[src/rtl/dcf_regs.vh]
// Constants for the dual-clock 64x9 FIFO: geometry, flag levels, register map, reset values
`ifndef DCF_REGS_VH
`define DCF_REGS_VH

// Geometry
`define DCF_DEPTH          64
`define DCF_ADDR_W         6
`define DCF_WIDTH          9
`define DCF_CNT_W          7

// Fill levels that steer the flags (count width)
`define DCF_FULL_CNT       7'h40
`define DCF_NEAR_LO        7'h08
`define DCF_NEAR_HI        7'h38
`define DCF_HALF           7'h20

// Register byte offsets on APB
`define DCF_OFF_CTRL       12'h000
`define DCF_OFF_STATUS     12'h004
`define DCF_OFF_CLEAR      12'h008
`define DCF_OFF_HEAD       12'h00C

// Control register fields and reset value
`define DCF_CTRL_OE_BIT    0
`define DCF_CTRL_FLUSH_BIT 1
`define DCF_CTRL_RESET     1'b1

// Status register fields
`define DCF_ST_CNT_LSB     0
`define DCF_ST_FULL_N_BIT  8
`define DCF_ST_EMPTY_N_BIT 9
`define DCF_ST_NEAR_BIT    10
`define DCF_ST_HALF_BIT    11
`define DCF_ST_LDROP_BIT   12
`define DCF_ST_UDROP_BIT   13

// Clear register fields (write one to clear)
`define DCF_CLR_LDROP_BIT  0
`define DCF_CLR_UDROP_BIT  1

`endif

[src/rtl/dcf_strobe_sync.v]
// Two-flop synchroniser with rising-edge detector for one strobe clock pin
module dcf_strobe_sync (
  input  wire pclk,
  input  wire presetn,
  input  wire strobe_in,
  output wire strobe_rise
);

  reg meta_q;
  reg sync_q;
  reg last_q;

  // First stage feeds only the second; edge logic looks at the later stages
  always @(posedge pclk or negedge presetn)
  begin
    if (!presetn)
    begin
      meta_q <= 1'b0;
      sync_q <= 1'b0;
      last_q <= 1'b0;
    end
    else
    begin
      meta_q <= strobe_in;
      sync_q <= meta_q;
      last_q <= sync_q;
    end
  end

  // One-cycle pulse per low-to-high transition of the pin
  assign strobe_rise = sync_q & ~last_q;

endmodule // dcf_strobe_sync

[src/rtl/dcf_apb_regs.v]
// APB slave holding the control, status, clear and head-word registers
`include "dcf_regs.vh"

module dcf_apb_regs (
  input  wire        pclk,
  input  wire        presetn,
  input  wire        psel,
  input  wire        penable,
  input  wire        pwrite,
  input  wire [11:0] paddr,
  input  wire [31:0] pwdata,
  output wire [31:0] prdata,
  output wire        pready,
  output wire        pslverr,
  input  wire [31:0] status_word,
  input  wire [31:0] head_word,
  output wire        drive_en,
  output wire        flush_pulse,
  output wire [1:0]  clr_sticky
);

  reg  [31:0] rdata_q;
  reg         err_q;
  reg         oe_q;
  reg         flush_q;
  reg  [1:0]  clr_q;
  wire        setup_ph;
  wire        access_ph;
  wire        hit;
  wire        wr_ok;

  assign setup_ph  = psel & ~penable;
  assign access_ph = psel & penable;
  assign hit       = (paddr == `DCF_OFF_CTRL) | (paddr == `DCF_OFF_STATUS) |
                     (paddr == `DCF_OFF_CLEAR) | (paddr == `DCF_OFF_HEAD);
  assign wr_ok     = access_ph & pwrite & ~err_q;

  // Read data and error are latched in setup so no wait state is needed
  always @(posedge pclk or negedge presetn)
  begin
    if (!presetn)
    begin
      rdata_q <= 32'h00000000;
      err_q   <= 1'b0;
    end
    else if (setup_ph)
    begin
      err_q <= ~hit;
      case (paddr)
        `DCF_OFF_CTRL:   rdata_q <= {31'h00000000, oe_q};
        `DCF_OFF_STATUS: rdata_q <= status_word;
        `DCF_OFF_HEAD:   rdata_q <= head_word;
        default:         rdata_q <= 32'h00000000;
      endcase
    end
  end

  // Writes land only on the access edge; flush and clears are one-cycle pulses
  always @(posedge pclk or negedge presetn)
  begin
    if (!presetn)
    begin
      oe_q    <= `DCF_CTRL_RESET;
      flush_q <= 1'b0;
      clr_q   <= 2'h0;
    end
    else
    begin
      flush_q <= 1'b0;
      clr_q   <= 2'h0;
      if (wr_ok && paddr == `DCF_OFF_CTRL)
      begin
        oe_q    <= pwdata[`DCF_CTRL_OE_BIT];
        flush_q <= pwdata[`DCF_CTRL_FLUSH_BIT];
      end
      if (wr_ok && paddr == `DCF_OFF_CLEAR)
        clr_q <= {pwdata[`DCF_CLR_UDROP_BIT], pwdata[`DCF_CLR_LDROP_BIT]};
    end
  end

  assign prdata      = rdata_q;
  assign pready      = 1'b1;
  assign pslverr     = access_ph & err_q;
  assign drive_en    = oe_q;
  assign flush_pulse = flush_q;
  assign clr_sticky  = clr_q;

endmodule // dcf_apb_regs

[src/rtl/dcf_fifo_top.v]
// Dual-strobe 64x9 FIFO: sampled strobes, flop storage, fill flags and APB access
//
// The address map and the APB register port are this design's own decisions.
`include "dcf_regs.vh"

// Timing: a strobe pin level is first caught by the metastability flop,
// the edge pulse follows one pclk edge later, and the count, flags and
// data outputs move on the next edge. A 40 MHz strobe spans five pclk
// periods, so every pin level is seen at least twice and no edge is lost.
// Limitation: the pins are sampled, not used as clocks, so the block's
// response trails each strobe edge by about three pclk cycles.

module dcf_fifo_top #(
  parameter WIDTH  = `DCF_WIDTH,
  parameter ADDR_W = `DCF_ADDR_W,
  parameter CNT_W  = `DCF_CNT_W
) (
  input  wire              pclk,
  input  wire              presetn,
  input  wire              psel,
  input  wire              penable,
  input  wire              pwrite,
  input  wire [11:0]       paddr,
  input  wire [31:0]       pwdata,
  output wire [31:0]       prdata,
  output wire              pready,
  output wire              pslverr,
  input  wire              load_strobe_clk,
  input  wire              unload_strobe_clk,
  input  wire [WIDTH-1:0]  data_in,
  output wire [WIDTH-1:0]  q_out,
  output wire              q_oe,
  output wire              full_flag_n,
  output wire              empty_flag_n,
  output wire              near_limit_flag,
  output wire              half_level_flag,
  output wire [CNT_W-1:0]  stored_word_count
);

  // Depth follows the pointer width so wrap-around needs no compare
  localparam DEPTH = 1 << ADDR_W;

  // Storage and pointers
  reg  [WIDTH-1:0]  mem [0:DEPTH-1];
  reg  [ADDR_W-1:0] wr_ptr_q;
  reg  [ADDR_W-1:0] wr_ptr_d;
  reg  [ADDR_W-1:0] rd_ptr_q;
  reg  [ADDR_W-1:0] rd_ptr_d;
  reg  [CNT_W-1:0]  count_q;
  reg  [CNT_W-1:0]  count_d;

  // Head word register and flags
  reg  [WIDTH-1:0]  head_q;
  reg  [WIDTH-1:0]  head_d;
  reg               full_n_q;
  reg               empty_n_q;
  reg               near_q;
  reg               half_q;
  reg               ldrop_q;
  reg               udrop_q;

  // Data input synchroniser stages
  reg  [WIDTH-1:0]  din_meta_q;
  reg  [WIDTH-1:0]  din_sync_q;

  // Strobe events, accepted events and register-side controls
  wire              load_rise;
  wire              unload_rise;
  wire              is_full;
  wire              is_empty;
  wire              do_wr;
  wire              do_rd;
  wire              drop_ld;
  wire              drop_ud;
  wire              drive_en;
  wire              flush;
  wire [1:0]        clr_sticky;
  reg  [31:0]       status_word;
  wire [31:0]       head_word;

  // Strobe pins come from another clock; each passes two flops before use
  // Each detector resets to the idle low pin level, so reset makes no edge
  dcf_strobe_sync u_load_sync (
    .pclk        (pclk),
    .presetn     (presetn),
    .strobe_in   (load_strobe_clk),
    .strobe_rise (load_rise)
  );

  dcf_strobe_sync u_unload_sync (
    .pclk        (pclk),
    .presetn     (presetn),
    .strobe_in   (unload_strobe_clk),
    .strobe_rise (unload_rise)
  );

  // Data bus is synchronised with the same depth as the strobe, so the word
  // taken on a detected edge was sampled together with that edge. The writer
  // must hold data for two pclk cycles past its strobe edge.
  // Bits may settle in different cycles; the hold window covers that skew.
  always @(posedge pclk or negedge presetn)
  begin
    if (!presetn)
    begin
      din_meta_q <= {WIDTH{1'b0}};
      din_sync_q <= {WIDTH{1'b0}};
    end
    else
    begin
      din_meta_q <= data_in;
      din_sync_q <= din_meta_q;
    end
  end

  // Both strobes are seen in one domain, so one count replaces two pointer
  // crossings and full or empty can never be reported falsely
  // The trade: strobe rate is bounded by pclk, which 40 MHz comfortably meets
  assign is_full  = (count_q == `DCF_FULL_CNT);
  assign is_empty = (count_q == {CNT_W{1'b0}});

  // Accepted events; a flush overrides a strobe landing in the same cycle
  // Full and empty are judged on the count before the cycle's events, so a
  // load that meets a freeing unload while full is still dropped
  assign do_wr   = load_rise & ~is_full & ~flush;
  assign do_rd   = unload_rise & ~is_empty & ~flush;
  assign drop_ld = load_rise & is_full;
  assign drop_ud = unload_rise & is_empty;

  // Next pointers and count; the depth is a power of two so pointers wrap
  // A load and an unload both accepted in one cycle leave the count unchanged
  // Flush clears both pointers and the count at once and discards any strobe in that cycle
  always @*
  begin
    wr_ptr_d = wr_ptr_q;
    rd_ptr_d = rd_ptr_q;
    count_d  = count_q;
    if (flush)
    begin
      wr_ptr_d = {ADDR_W{1'b0}};
      rd_ptr_d = {ADDR_W{1'b0}};
      count_d  = {CNT_W{1'b0}};
    end
    else
    begin
      if (do_wr)
        wr_ptr_d = wr_ptr_q + {{(ADDR_W-1){1'b0}}, 1'b1};
      if (do_rd)
        rd_ptr_d = rd_ptr_q + {{(ADDR_W-1){1'b0}}, 1'b1};
      case ({do_wr, do_rd})
        2'b10:   count_d = count_q + {{(CNT_W-1){1'b0}}, 1'b1};
        2'b01:   count_d = count_q - {{(CNT_W-1){1'b0}}, 1'b1};
        default: count_d = count_q;
      endcase
    end
  end

  // Next head word: the output always shows the oldest stored word. A word
  // written into the slot the read pointer lands on bypasses the array,
  // which gives fall-through on the first load into an empty buffer.
  // The head is registered so the data pins never glitch as pointers move.
  always @*
  begin
    head_d = head_q;
    if (!flush && count_d != {CNT_W{1'b0}})
    begin
      if (do_wr && rd_ptr_d == wr_ptr_q)
        head_d = din_sync_q;
      else
        head_d = mem[rd_ptr_d];
    end
  end

  // Array write; storage itself needs no reset, stale words are never shown
  // Depth is small enough for flops; a memory macro would not buy much
  always @(posedge pclk)
  begin
    if (do_wr)
      mem[wr_ptr_q] <= din_sync_q;
  end

  // Pointers, count and head register, cleared asynchronously by reset
  // Reset puts no meaningful value on the data outputs, only a harmless zero
  always @(posedge pclk or negedge presetn)
  begin
    if (!presetn)
    begin
      wr_ptr_q <= {ADDR_W{1'b0}};
      rd_ptr_q <= {ADDR_W{1'b0}};
      count_q  <= {CNT_W{1'b0}};
      head_q   <= {WIDTH{1'b0}};
    end
    else
    begin
      wr_ptr_q <= wr_ptr_d;
      rd_ptr_q <= rd_ptr_d;
      count_q  <= count_d;
      head_q   <= head_d;
    end
  end

  // Flags follow the next count so they move in the same cycle as the data
  // Each flag is a registered compare, so the pins stay free of decode glitches
  always @(posedge pclk or negedge presetn)
  begin
    if (!presetn)
    begin
      full_n_q  <= 1'b1;
      empty_n_q <= 1'b0;
      near_q    <= 1'b1;
      half_q    <= 1'b0;
    end
    else
    begin
      full_n_q  <= (count_d != `DCF_FULL_CNT);
      empty_n_q <= (count_d != {CNT_W{1'b0}});
      near_q    <= (count_d <= `DCF_NEAR_LO) |
                   (count_d >= `DCF_NEAR_HI);
      half_q    <= (count_d >= `DCF_HALF);
    end
  end

  // Sticky records of ignored strobes; a new event wins over a clear
  // Software reads these to learn that a writer overran or a reader underran
  always @(posedge pclk or negedge presetn)
  begin
    if (!presetn)
    begin
      ldrop_q <= 1'b0;
      udrop_q <= 1'b0;
    end
    else
    begin
      ldrop_q <= drop_ld | (ldrop_q & ~clr_sticky[`DCF_CLR_LDROP_BIT]);
      udrop_q <= drop_ud | (udrop_q & ~clr_sticky[`DCF_CLR_UDROP_BIT]);
    end
  end

  // Register bus slave
  // Zero wait states: read data is latched in the setup cycle
  dcf_apb_regs u_regs (
    .pclk        (pclk),
    .presetn     (presetn),
    .psel        (psel),
    .penable     (penable),
    .pwrite      (pwrite),
    .paddr       (paddr),
    .pwdata      (pwdata),
    .prdata      (prdata),
    .pready      (pready),
    .pslverr     (pslverr),
    .status_word (status_word),
    .head_word   (head_word),
    .drive_en    (drive_en),
    .flush_pulse (flush),
    .clr_sticky  (clr_sticky)
  );

  // Status word gathers the live state for software; unused bits read zero
  always @*
  begin
    status_word                           = 32'h00000000;
    status_word[`DCF_ST_CNT_LSB +: CNT_W] = count_q;
    status_word[`DCF_ST_FULL_N_BIT]       = full_n_q;
    status_word[`DCF_ST_EMPTY_N_BIT]      = empty_n_q;
    status_word[`DCF_ST_NEAR_BIT]         = near_q;
    status_word[`DCF_ST_HALF_BIT]         = half_q;
    status_word[`DCF_ST_LDROP_BIT]        = ldrop_q;
    status_word[`DCF_ST_UDROP_BIT]        = udrop_q;
  end

  // Head word reads zero when empty, since the held value means nothing then
  // Otherwise software sees the same word as the data pins
  assign head_word = empty_n_q ? {{(32-WIDTH){1'b0}}, head_q} : 32'h00000000;

  // The pin driver resolves q_out with q_oe; the core itself never drives z
  // Data outputs are not inverted; the enable gates only the data pins
  assign q_out = head_q;
  assign q_oe  = drive_en;

  // Flag pins ignore the drive enable entirely
  assign full_flag_n       = full_n_q;
  assign empty_flag_n      = empty_n_q;
  assign near_limit_flag   = near_q;
  assign half_level_flag   = half_q;
  assign stored_word_count = count_q;

endmodule // dcf_fifo_top

[config.mk]
export PLATFORM = sky130hd
export DESIGN_NAME = dcf_fifo_top
export DESIGN_NICKNAME = d
export VERILOG_FILES = /design/src/rtl/dcf_strobe_sync.v /design/src/rtl/dcf_apb_regs.v /design/src/rtl/dcf_fifo_top.v
export VERILOG_INCLUDE_DIRS = /design/src /design/src/rtl
export SDC_FILE = /design/constraint.sdc
export NUM_CORES = 1
export LEC_CHECK = 0
export ABC_AREA = 1
export BUFFER_PORTS_ARGS = -buffer_cell sky130_fd_sc_hd__clkbuf_2
export CORE_AREA = 2 2 223 225
export DETAILED_ROUTE_END_ITERATION = 8
export DIE_AREA = 0 0 225 227
export PLACE_DENSITY = 0.76
export SLEW_MARGIN = 10
export SYNTH_ARGS = -nofsm -noshare
export SYNTH_HDL_FRONTEND = slang
export SYNTH_SLANG_ARGS = --single-unit
[constraint.sdc]
create_clock -name pclk -period 4.85 [get_ports pclk]
set_clock_uncertainty 0.1 [all_clocks]
set_input_delay 0.7275 -clock pclk [delete_from_list [all_inputs] [get_ports pclk]]
set_output_delay 0.7275 -clock pclk [all_outputs]
set_load 0.005 [all_outputs]
**Yosys cells after proc, flatten, opt, wreduce, memory -nomap -nowiden**

Memories as Yosys holds them, arrays and structs flattened. A register that Yosys moved wholly into a read port is not among the register bits.
Cells that the tools add are included.

- Memory bits (writable): 576
- Input bits: 60
- Logic and storage cells: 89
- Memories: 1
- Bits in registers: 86
- Output and inout port bits: 55

Memories:

| memory | depth | width | rd ports | clocked after Yosys merged registers in | wr ports | line | RTL |
|---|---|---|---|---|---|---|---|
| mem | 64 | 9 | 1 | 1 | 1 | dcf_fifo_top.v:44 | `reg [WIDTH-1:0] mem [0:DEPTH-1];` |

- Add/subtract/negate cells: 4
- Eq/ne operators: 7
- Mux-type cells: 12
- Bitwise operators: 31
- Order comparisons: 3
- Reductions and logical operators: 9

Operators by type and width:

| operator | count |
|---|---|
| 14-bit case mux with 3 select lines | 1 |
| 12-bit by 4-bit equality test with 1-bit output, second input constant | 2 |
| 6-bit two-way mux | 4 |
| 1-bit AND | 15 |
| 7-bit by 6-bit greater-or-equal comparator with 1-bit output, second input constant | 2 |
| 7-bit case mux with 2 select lines | 1 |
| 6-bit by 1-bit adder with 6-bit output, second input constant | 2 |
| 12-bit by 3-bit equality test with 1-bit output, second input constant | 1 |
| 12-bit logical NOT | 1 |
| 1-bit NOT | 10 |
| 9-bit two-way mux | 1 |
| 7-bit by 1-bit adder with 7-bit output, second input constant | 1 |
| 7-bit equality test, second input constant | 1 |
| 7-bit by 4-bit less-or-equal comparator with 1-bit output, second input constant | 1 |
| 7-bit logical NOT | 1 |
| 7-bit two-way mux | 1 |
| 7-bit inequality test, second input constant | 1 |
| 7-bit nonzero test | 1 |
| 7-bit by 1-bit subtractor with 7-bit output, second input constant | 1 |
| 1-bit bitwise OR | 6 |
| 1-bit logical AND | 3 |
| 1-bit two-way mux | 3 |
| 2-bit by 1-bit equality test with 1-bit output, second input constant | 1 |
| 2-bit equality test, second input constant | 1 |
| 3 further kinds | 4 |

**Longest topological paths before layout**

Gate-level depths: netlist of run 1.

- Word-level depth: 9
- Gate-level depth with buffers: 29
- Gate-level depth less buffers: 27

**Cells and area by module**

Synthesis of run 1 repeated with hierarchy kept, for this count alone.

- Cell total of the unflattened synthesis: 2794
- Area, all modules: 29479.5 sq um

By module, submodules not included:

| module | area each (sq um) | instances | cells each |
|---|---|---|---|
| dcf_fifo_top | 27231.1 | 1 | 2494 |
| dcf_apb_regs | 2078.2 | 1 | 290 |
| dcf_strobe_sync | 85.1 | 2 | 5 |

**Worst setup path before layout of run 1**

Ideal clock, no wire load.

- Path type: reg2reg
- Start: reg count_q[3] (netlist: stored_word_count[3])
- End: reg head_q[0] (netlist: q_out[0]), read port of mem
- Arrival: 3.415 ns
- Cell stages (with the launch flop): 30
- Path slack: 1.270 ns
- Clock period less this slack: 3.580 ns
- Data required time: 4.685 ns
- Setup time: 0.065 ns
- Path through: dfrtp_1 inv_2 nand2_1 nor2_2 nand4_1 nand3_1 nor2_1 clkbuf_1 inv_1 ha_1 buf_6 xor2_1 ha_1 inv_1 nand2_1 nand3_1 nand3_1 nand2_1 nand2_1 nand2_1 nand2_1 nand2_1 nand2_1 nand2_1 nand3_2 nand2_1 nor2_4 buf_4 nand2_1 nand2_1

- Cells in the longest elaborated chain, start to end: 9

Ends and longest elaborated chain:

| item | line | RTL |
|---|---|---|
| start: declaration | dcf_fifo_top.v:49 | `reg [CNT_W-1:0] count_q;` |
| start signal: assignment | dcf_fifo_top.v:189 | `count_q <= {CNT_W{1'b0}};` |
| start signal: assignment | dcf_fifo_top.v:196 | `count_q <= count_d;` |
| 7-bit equality test (no line) / 7-bit logical NOT (equally long branches) | - |  |
| 1-bit NOT, on equally long branches | dcf_fifo_top.v:124, dcf_fifo_top.v:125 |  |
| 1-bit AND, on equally long branches (2 in a row) | dcf_fifo_top.v:124, dcf_fifo_top.v:125 |  |
| 2-bit by 1-bit equality test with 1-bit output / 2-bit equality test (equally long branches) | dcf_fifo_top.v:149 | `case ({do_wr, do_rd})` |
| 7-bit case mux with 2 select lines | dcf_fifo_top.v:149 |  |
| 7-bit two-way mux | dcf_fifo_top.v:137 | `if (flush)` |
| 7-bit nonzero test | dcf_fifo_top.v:164 | `if (!flush && count_d != {CNT_W{1'b0}})` |
| 1-bit logical AND | dcf_fifo_top.v:164 |  |
| end: declaration | dcf_fifo_top.v:53 | `reg [WIDTH-1:0] head_q;` |

Several ways; a longest one is shown, not always the timed one.
A chain may end at the register's enable or synchronous reset.

**Worst setup path in the final report of run 1**

- Start: reg count_q[0] (netlist: stored_word_count[0])
- End: reg head_q[3] (netlist: q_out[3]), read port of mem

Same word-level chain as after synthesis.

==> flow_summary.toml, run 1 <==
[run_status]
status = "finished, final reports clean"

[die]
die_w_um = 225
initial_utilization_pct = 59.74
rows = 81
core_mm2 = 0.04855
die_h_um = 227
ioPinCount = 115
die-area_mm2 = 0.05108

[synthesis]
yosysTopAreaCellShare_pct = 59.65
synth_async_sr_flop_share_pct = 11.79
synthTopCellsByArea = "edfxtp_1 (60%), nand2_1 (8.2%), nand3_1 (7.8%)"
synth_seq_area_share_pct = 66.30
ys.flop_type = "edfxtp_1"
synth_area_leader_cell = "edfxtp_1"
avgSynthCellArea_um2 = 10.35
syn_area_mm2 = 0.02900
synth-edff-count = 576
ys_seq_elements = 653
yosys_warnings = 0
yosysUniqueCellTypes = 41
syn_inst = 2801

[global_routing]
grt_pass1_wl_mm = 109.5
antenna_found_initial = 0
grt_start_max_net_pins = 111
grt_overflow = 0
grt_use_total_pct = 28.46
first_global_vias = 19603

[detailed_routing]
wl_per_cell_um = 20.53
wl_mm = 71.80
vias = 20584
vias_per_cell = 5.886
drt_pass1_iterations = 6
drc = 0
antenna_left = 0
drt-initial-drc-count = 2645

[power]
ir_drop_v = 0.0003502
cellLeakagePower_nw = 13.19
seqPwrFrac_pct = 41.7
clkPwrFrac_pct = 31.5
p_switching_mw = 5.296
power_density_mw_per_mm2 = 490.4
p_int_mw = 10.28
swShare_pct = 34.01
fin_total_pwr_mw = 15.57
combPwrFrac_pct = 26.8

[clock_tree]
numCtsBuffers = 66
holdBufCountCts = 0
cts_tree = "yes"
insertion_delay_ns = 0.62
htree_levels = 3
clock-sinks = 653
cts_resized = 0
clkTransAtPathRegs_ns = 0.06
post-cts-setup-buffers = 0
clockBufferDepth = 3
cts-root-buf = "clkbuf_16"

[worst_setup_path]
end_kind = "flop"
cp.required_ns = 5.26
cp.arrival_ns = 4.54
crit_type = "reg -> reg"
critPathMaxFanout = 73
startpoint_type = "flop"

[final_layout]
fillers = 3509
diodes = 0
drive_gt1_share_pct = 8.557
area_growth_pct = 9.501
nets = 2890

[placement]
io_buffers = 65
dp_slack_ns = 0.7760
place.detailed.hpwl_mm = 40.22
gp_congestion = 0.9485

[sta]
rsz0062_at_grt = "false"
max_freq_ghz = 0.2419
min_period_over_period_pct = 85.23
worstMarginPinSlew_ns = 1.060
whs_ns = 0.1241
setup_viol = 0
hold_viol_final = 0
slew_headroom_pct = 29.13
setup_slack_ns = 0.7164
fin_crit_ns = 4.134
fin_tns_setup_ns = 0
slew_violations = 0

[min_path]
min_path_type = "in -> reg"

[flow_run]
maxCapViolations = 0
==> cells in the final DEF, fill, tap and decap left out, drive strengths merged <==
cell type / count
conb: 19
nand4: 158
o21ai: 100
nand3b: 2
buf: 54
o31ai: 3
o21bai: 1
nor2: 103
nand3: 456
dfrtp: 74
a21oi: 8
o22ai: 11
clkinv: 20
edfxtp: 576
ha: 5
dfstp: 3
a211oi: 1
xor2: 9
nor3b: 1
bufinv: 3
nor4: 3
nor3: 9
inv: 449
xnor2: 5
o211ai: 10
clkbuf: 153
nand2: 639
==> cells in the mapped netlist, drive strengths merged (5+ instances only) <==
cell type	instances
nand2	639
edfxtp	576
nand3	456
inv	443
nand4	158
buf	131
nor2	103
o21ai	100
dfrtp	74
clkbuf	48
o22ai	11
o211ai	10
nor3	9
xor2	9
a21oi	8
ha	5
xnor2	5
==> kinds of logic (layout without fill, tap and decap cells) <==
| family | count (synthesis) | in the layout | share of synthesized area (%) |
|---|---|---|---|
| compound gates | 134 | 134 | 2.515 |
| xor+xnor | 14 | 14 | 0.4487 |
| fa+ha+maj | 5 | 5 | 0.2157 |
| buf+inv | 622 | 679 | 9.026 |
| flops | 653 | 653 | 66.30 |
| other cells | 2 | 19 | 0.02590 |
| simple gates | 1371 | 1371 | 21.47 |
==> worst paths after layout <==
kind / from / slack [ns] / to / depth (start not counted)
worst max register to register: stored_word_count[0] / 0.72 / q_out[3] / 16
max in group asynchronous: presetn / 3.77 / din_sync_q[2] / 1
worst min register to register: din_meta_q[5] / 0.25 / din_sync_q[5] / 0
min in group asynchronous: presetn / 0.17 / u_regs.prdata[2] / 1
worst min-delay path: load_strobe_clk / 0.12 / u_load_sync.meta_q / 1
worst max-delay path: stored_word_count[0] / 0.72 / q_out[3] / 16
==> through the flow <==
step | util (%) | instance area (µm²) | cells
finish | 65.41 | 31750 | 3497
global route | 65.41 | 31750 | 3497
CTS | 65.41 | 31750 | 3497
detailed placement | 61.17 | 29700 | 3379
global placement | 61.17 | 29700 | 3379
floorplan | - | 29060 | 2818
==> cell type report <==
type	count	area, µm²	area share [%]
Timing Repair Buffer	118	763.2	2.404
Tap cell	622	778.2	2.451
Clock inverter	29	236.5	0.7447
Inverter	443	1673	5.268
Multi-Input combinational cell	1543	7243	22.81
Clock buffer	89	1822	5.737
Sequential cell	653	19240	60.59
==> routing by layer <==
| layer | up-vias | track usage (%) | wire length [µm] |
|---|---|---|---|
| met2 | 1159 | 45.05 | 33380 |
| met4 | 0 | 14.46 | 3233 |
| met1 | 9764 | 38.28 | 27750 |
| met5 | - | 0 | 0 |
| met3 | 210 | 5.163 | 7436 |
| li1 | 9451 | - | - |
==> flip-flops by register name (all words and copies together) (netlist names), 6 cells and up <==
| name | flops |
|---|---|
| q_out | 9 |
| din_meta_q | 9 |
| wr_ptr_q | 6 |
| mem | 576 |
| din_sync_q | 9 |
| rd_ptr_q | 6 |
| u_regs.prdata | 14 |
| stored_word_count | 7 |
==> critical path: stages, from the launching register on <==
cell and delay [ns]:
dfrtp_1 0.43, inv_1 0.14, nand2_1 0.08, nor2_2 0.15, nand2_4 0.11, nand2_4 0.11
inv_2 0.09, nand3_1 0.10, nand3_2 0.60, inv_4 0.98, nand3_1 0.23, nand3_1 0.16
nand3_1 0.18, nand3_1 0.27, nand3_1 0.13, nand2_1 0.08, nand2_1 0.04
==> power by group through the flow <==
stage	sequential [mW]	clock (mW)	combinational [mW]
6_report	6.50	4.90	4.17
3_3_place_gp	6.59	0	3.92
5_1_grt	6.52	5.15	4.50
4_1_cts	6.49	4.93	4.05
2_1_floorplan	6.58	0	2.78
3_5_place_dp	6.61	0	4.02
(Power assumes the default switching activity.)
==> inputs of run 2 (changes only) <==
Settings changed: BUFFER_PORTS_ARGS -buffer_cell sky130_fd_sc_hd__clkbuf_2 to default, DONT_BUFFER_PORTS from default to 1, GPL_ROUTABILITY_DRIVEN from default to 0, PLACE_DENSITY 0.76 to 0.74.
==> run 2 against run 1 <==
  * Flip-flop and latch count unchanged
  * First-iteration DRC count decreased by 4.1%
  * Sequential power about the same
==> flow_summary.toml, run 2 (synthesis gave the netlist of run 1 again) <==
[run_status]
status = "finished, final reports clean"

[final_layout]
drive_gt1_share_pct = 6.060
multi_input_area_mm2 = 0.007243
stdcell_count = 3411
final-seq-area_mm2 = 0.01924
final_cell_mix = "nand2_1 (635), edfxtp_1 (576), nand3_1 (451)"
fin_util_pct = 64.73
area_growth_pct = 8.353
final_common_cell = "nand2_1"
largest_register_ffs = 576
nets = 2807
fillers = 3626
top_register = "mem"
diodes = 0

[clock_tree]
cts_tree = "yes"
cts_resized = 0
clkTransAtPathRegs_ns = 0.06
post-cts-setup-buffers = 0
clock-sinks = 653
clockBufferDepth = 3
insertion_delay_ns = 0.60
cts-root-buf = "clkbuf_16"
numCtsBuffers = 66
htree_levels = 3

[sta]
fin_crit_ns = 4.185
setup_viol = 0
worstMarginPinSlew_ns = 1.202
hold_viol_final = 0
min_period_over_period_pct = 86.28
slew_violations = 0
slew_headroom_pct = 19.52
max_freq_ghz = 0.2390
rsz0062_at_grt = "false"
fin_tns_setup_ns = 0
whs_ns = 0.05896

[global_routing]
grt_use_total_pct = 27.72
grt_start_max_net_pins = 157
first_global_vias = 19192
grt_pass1_wl_mm = 107.4
grt_overflow = 0
antenna_found_initial = 0

[worst_setup_path]
cp.arrival_ns = 4.57
cp.required_ns = 5.24
crit_type = "reg -> reg"
end_kind = "flop"
crit_top_cell = "nand2_1"
slowest_delay_ns = 0.46
startpoint_type = "flop"
startpoint = "stored_word_count[3]"
critPathMaxFanout = 19
regToRegStartpoint = "stored_word_count[3]"
cp_slowest_cell = "dfrtp_1"

[die]
die-area_mm2 = 0.05108
initial_utilization_pct = 59.74
die_w_um = 225
ioPinCount = 115
die_h_um = 227
core_mm2 = 0.04855
rows = 81

[power]
cellLeakagePower_nw = 12.89
power_density_mw_per_mm2 = 495.6
fin_total_pwr_mw = 15.57
ir_drop_v = 0.0004590

[flow_run]
maxCapViolations = 0

[detailed_routing]
wl_met1_mm = 27.07
route.met3.wl_mm = 6.856
drc = 0
wl_met2_mm = 34.04
vias_per_cell = 5.877
top_layer = "met4"
vias = 20046
wl_per_cell_um = 20.65
drt_pass1_iterations = 6
wl_mm = 70.42
drt-initial-drc-count = 2536
antenna_left = 0

[placement]
dp_cells = 3294
io_buffers = 0
place.detailed.hpwl_mm = 39.00

[min_path]
min_path_type = "in -> reg"
hp-start = "load_strobe_clk"
[run 2: changes by cell type in the layout (fill, tap and decap cells not counted), sizes merged]
cell,previous run,this run
clkinvlp,0,1
clkbuf,153,87
inv,449,445
buf,54,34
dlygate4sd3,0,1
bufinv,3,5
[run 2: area by class of cell]
type	count	share of cell area, %
flip-flops and latches	653	61.23
multi-input cells	1543	23.05
clock buffers	87	5.945
inverters	443	5.324
well taps	622	2.477
repair buffers	35	1.147
clock inverters	28	0.8283
[run 2: timing repair]
item                                   4_1_cts  5_1_grt
hold buffers                                 2        0
endpoints found under the hold margin       77        0
setup endpoints to repair                    0        0
[run 2: report_power, final]
group          internal [mW]  leakage (nW)  switching [mW]
Clock                   2.97          1.05            2.06
Sequential              6.31          6.10           0.201
Combinational           1.09          5.74            2.94
Total                   10.4          12.9            5.20
[run 2: worst paths after layout]
path | end | depth (start not counted) | slack (ns)
worst max-delay path | q_out[4] | 28 | 0.67
worst min-delay path | u_load_sync.meta_q | 0 | 0.06
worst max register to register | q_out[4] | 28 | 0.67
worst min register to register | din_sync_q[5] | 0 | 0.25
max in group asynchronous | u_regs.drive_en | 2 | 3.72
min in group asynchronous | stored_word_count[2] | 2 | 0.57
[run 2: critical path: cells and delay by family, from the launching register on]
kind / cells / cell delay (ns)
XOR/XNOR: 1 / 0.23
adder cells (fa/ha/maj): 2 / 0.59
buffers and inverters: 4 / 0.46
flip-flops: 1 / 0.46
AND/OR/NAND/NOR: 21 / 2.22
[run 2: through the flow]
step	instance area [µm²]	setup WS [ns]
3_5_place_dp	29260	0.7461
5_1_grt	31420	0.3073
6_report	31420	0.6652
4_1_cts	31420	0.7015
2_1_floorplan	29060	1.270
3_3_place_gp	29260	0.8494
[run 2: metal layers]
layer | global-route usage, % | vias to the layer above
li1 | - | 9267
met1 | 36.19 | 9577
met2 | 46.14 | 1026
met3 | 4.943 | 176
met4 | 11.92 | 0
met5 | 0 | -
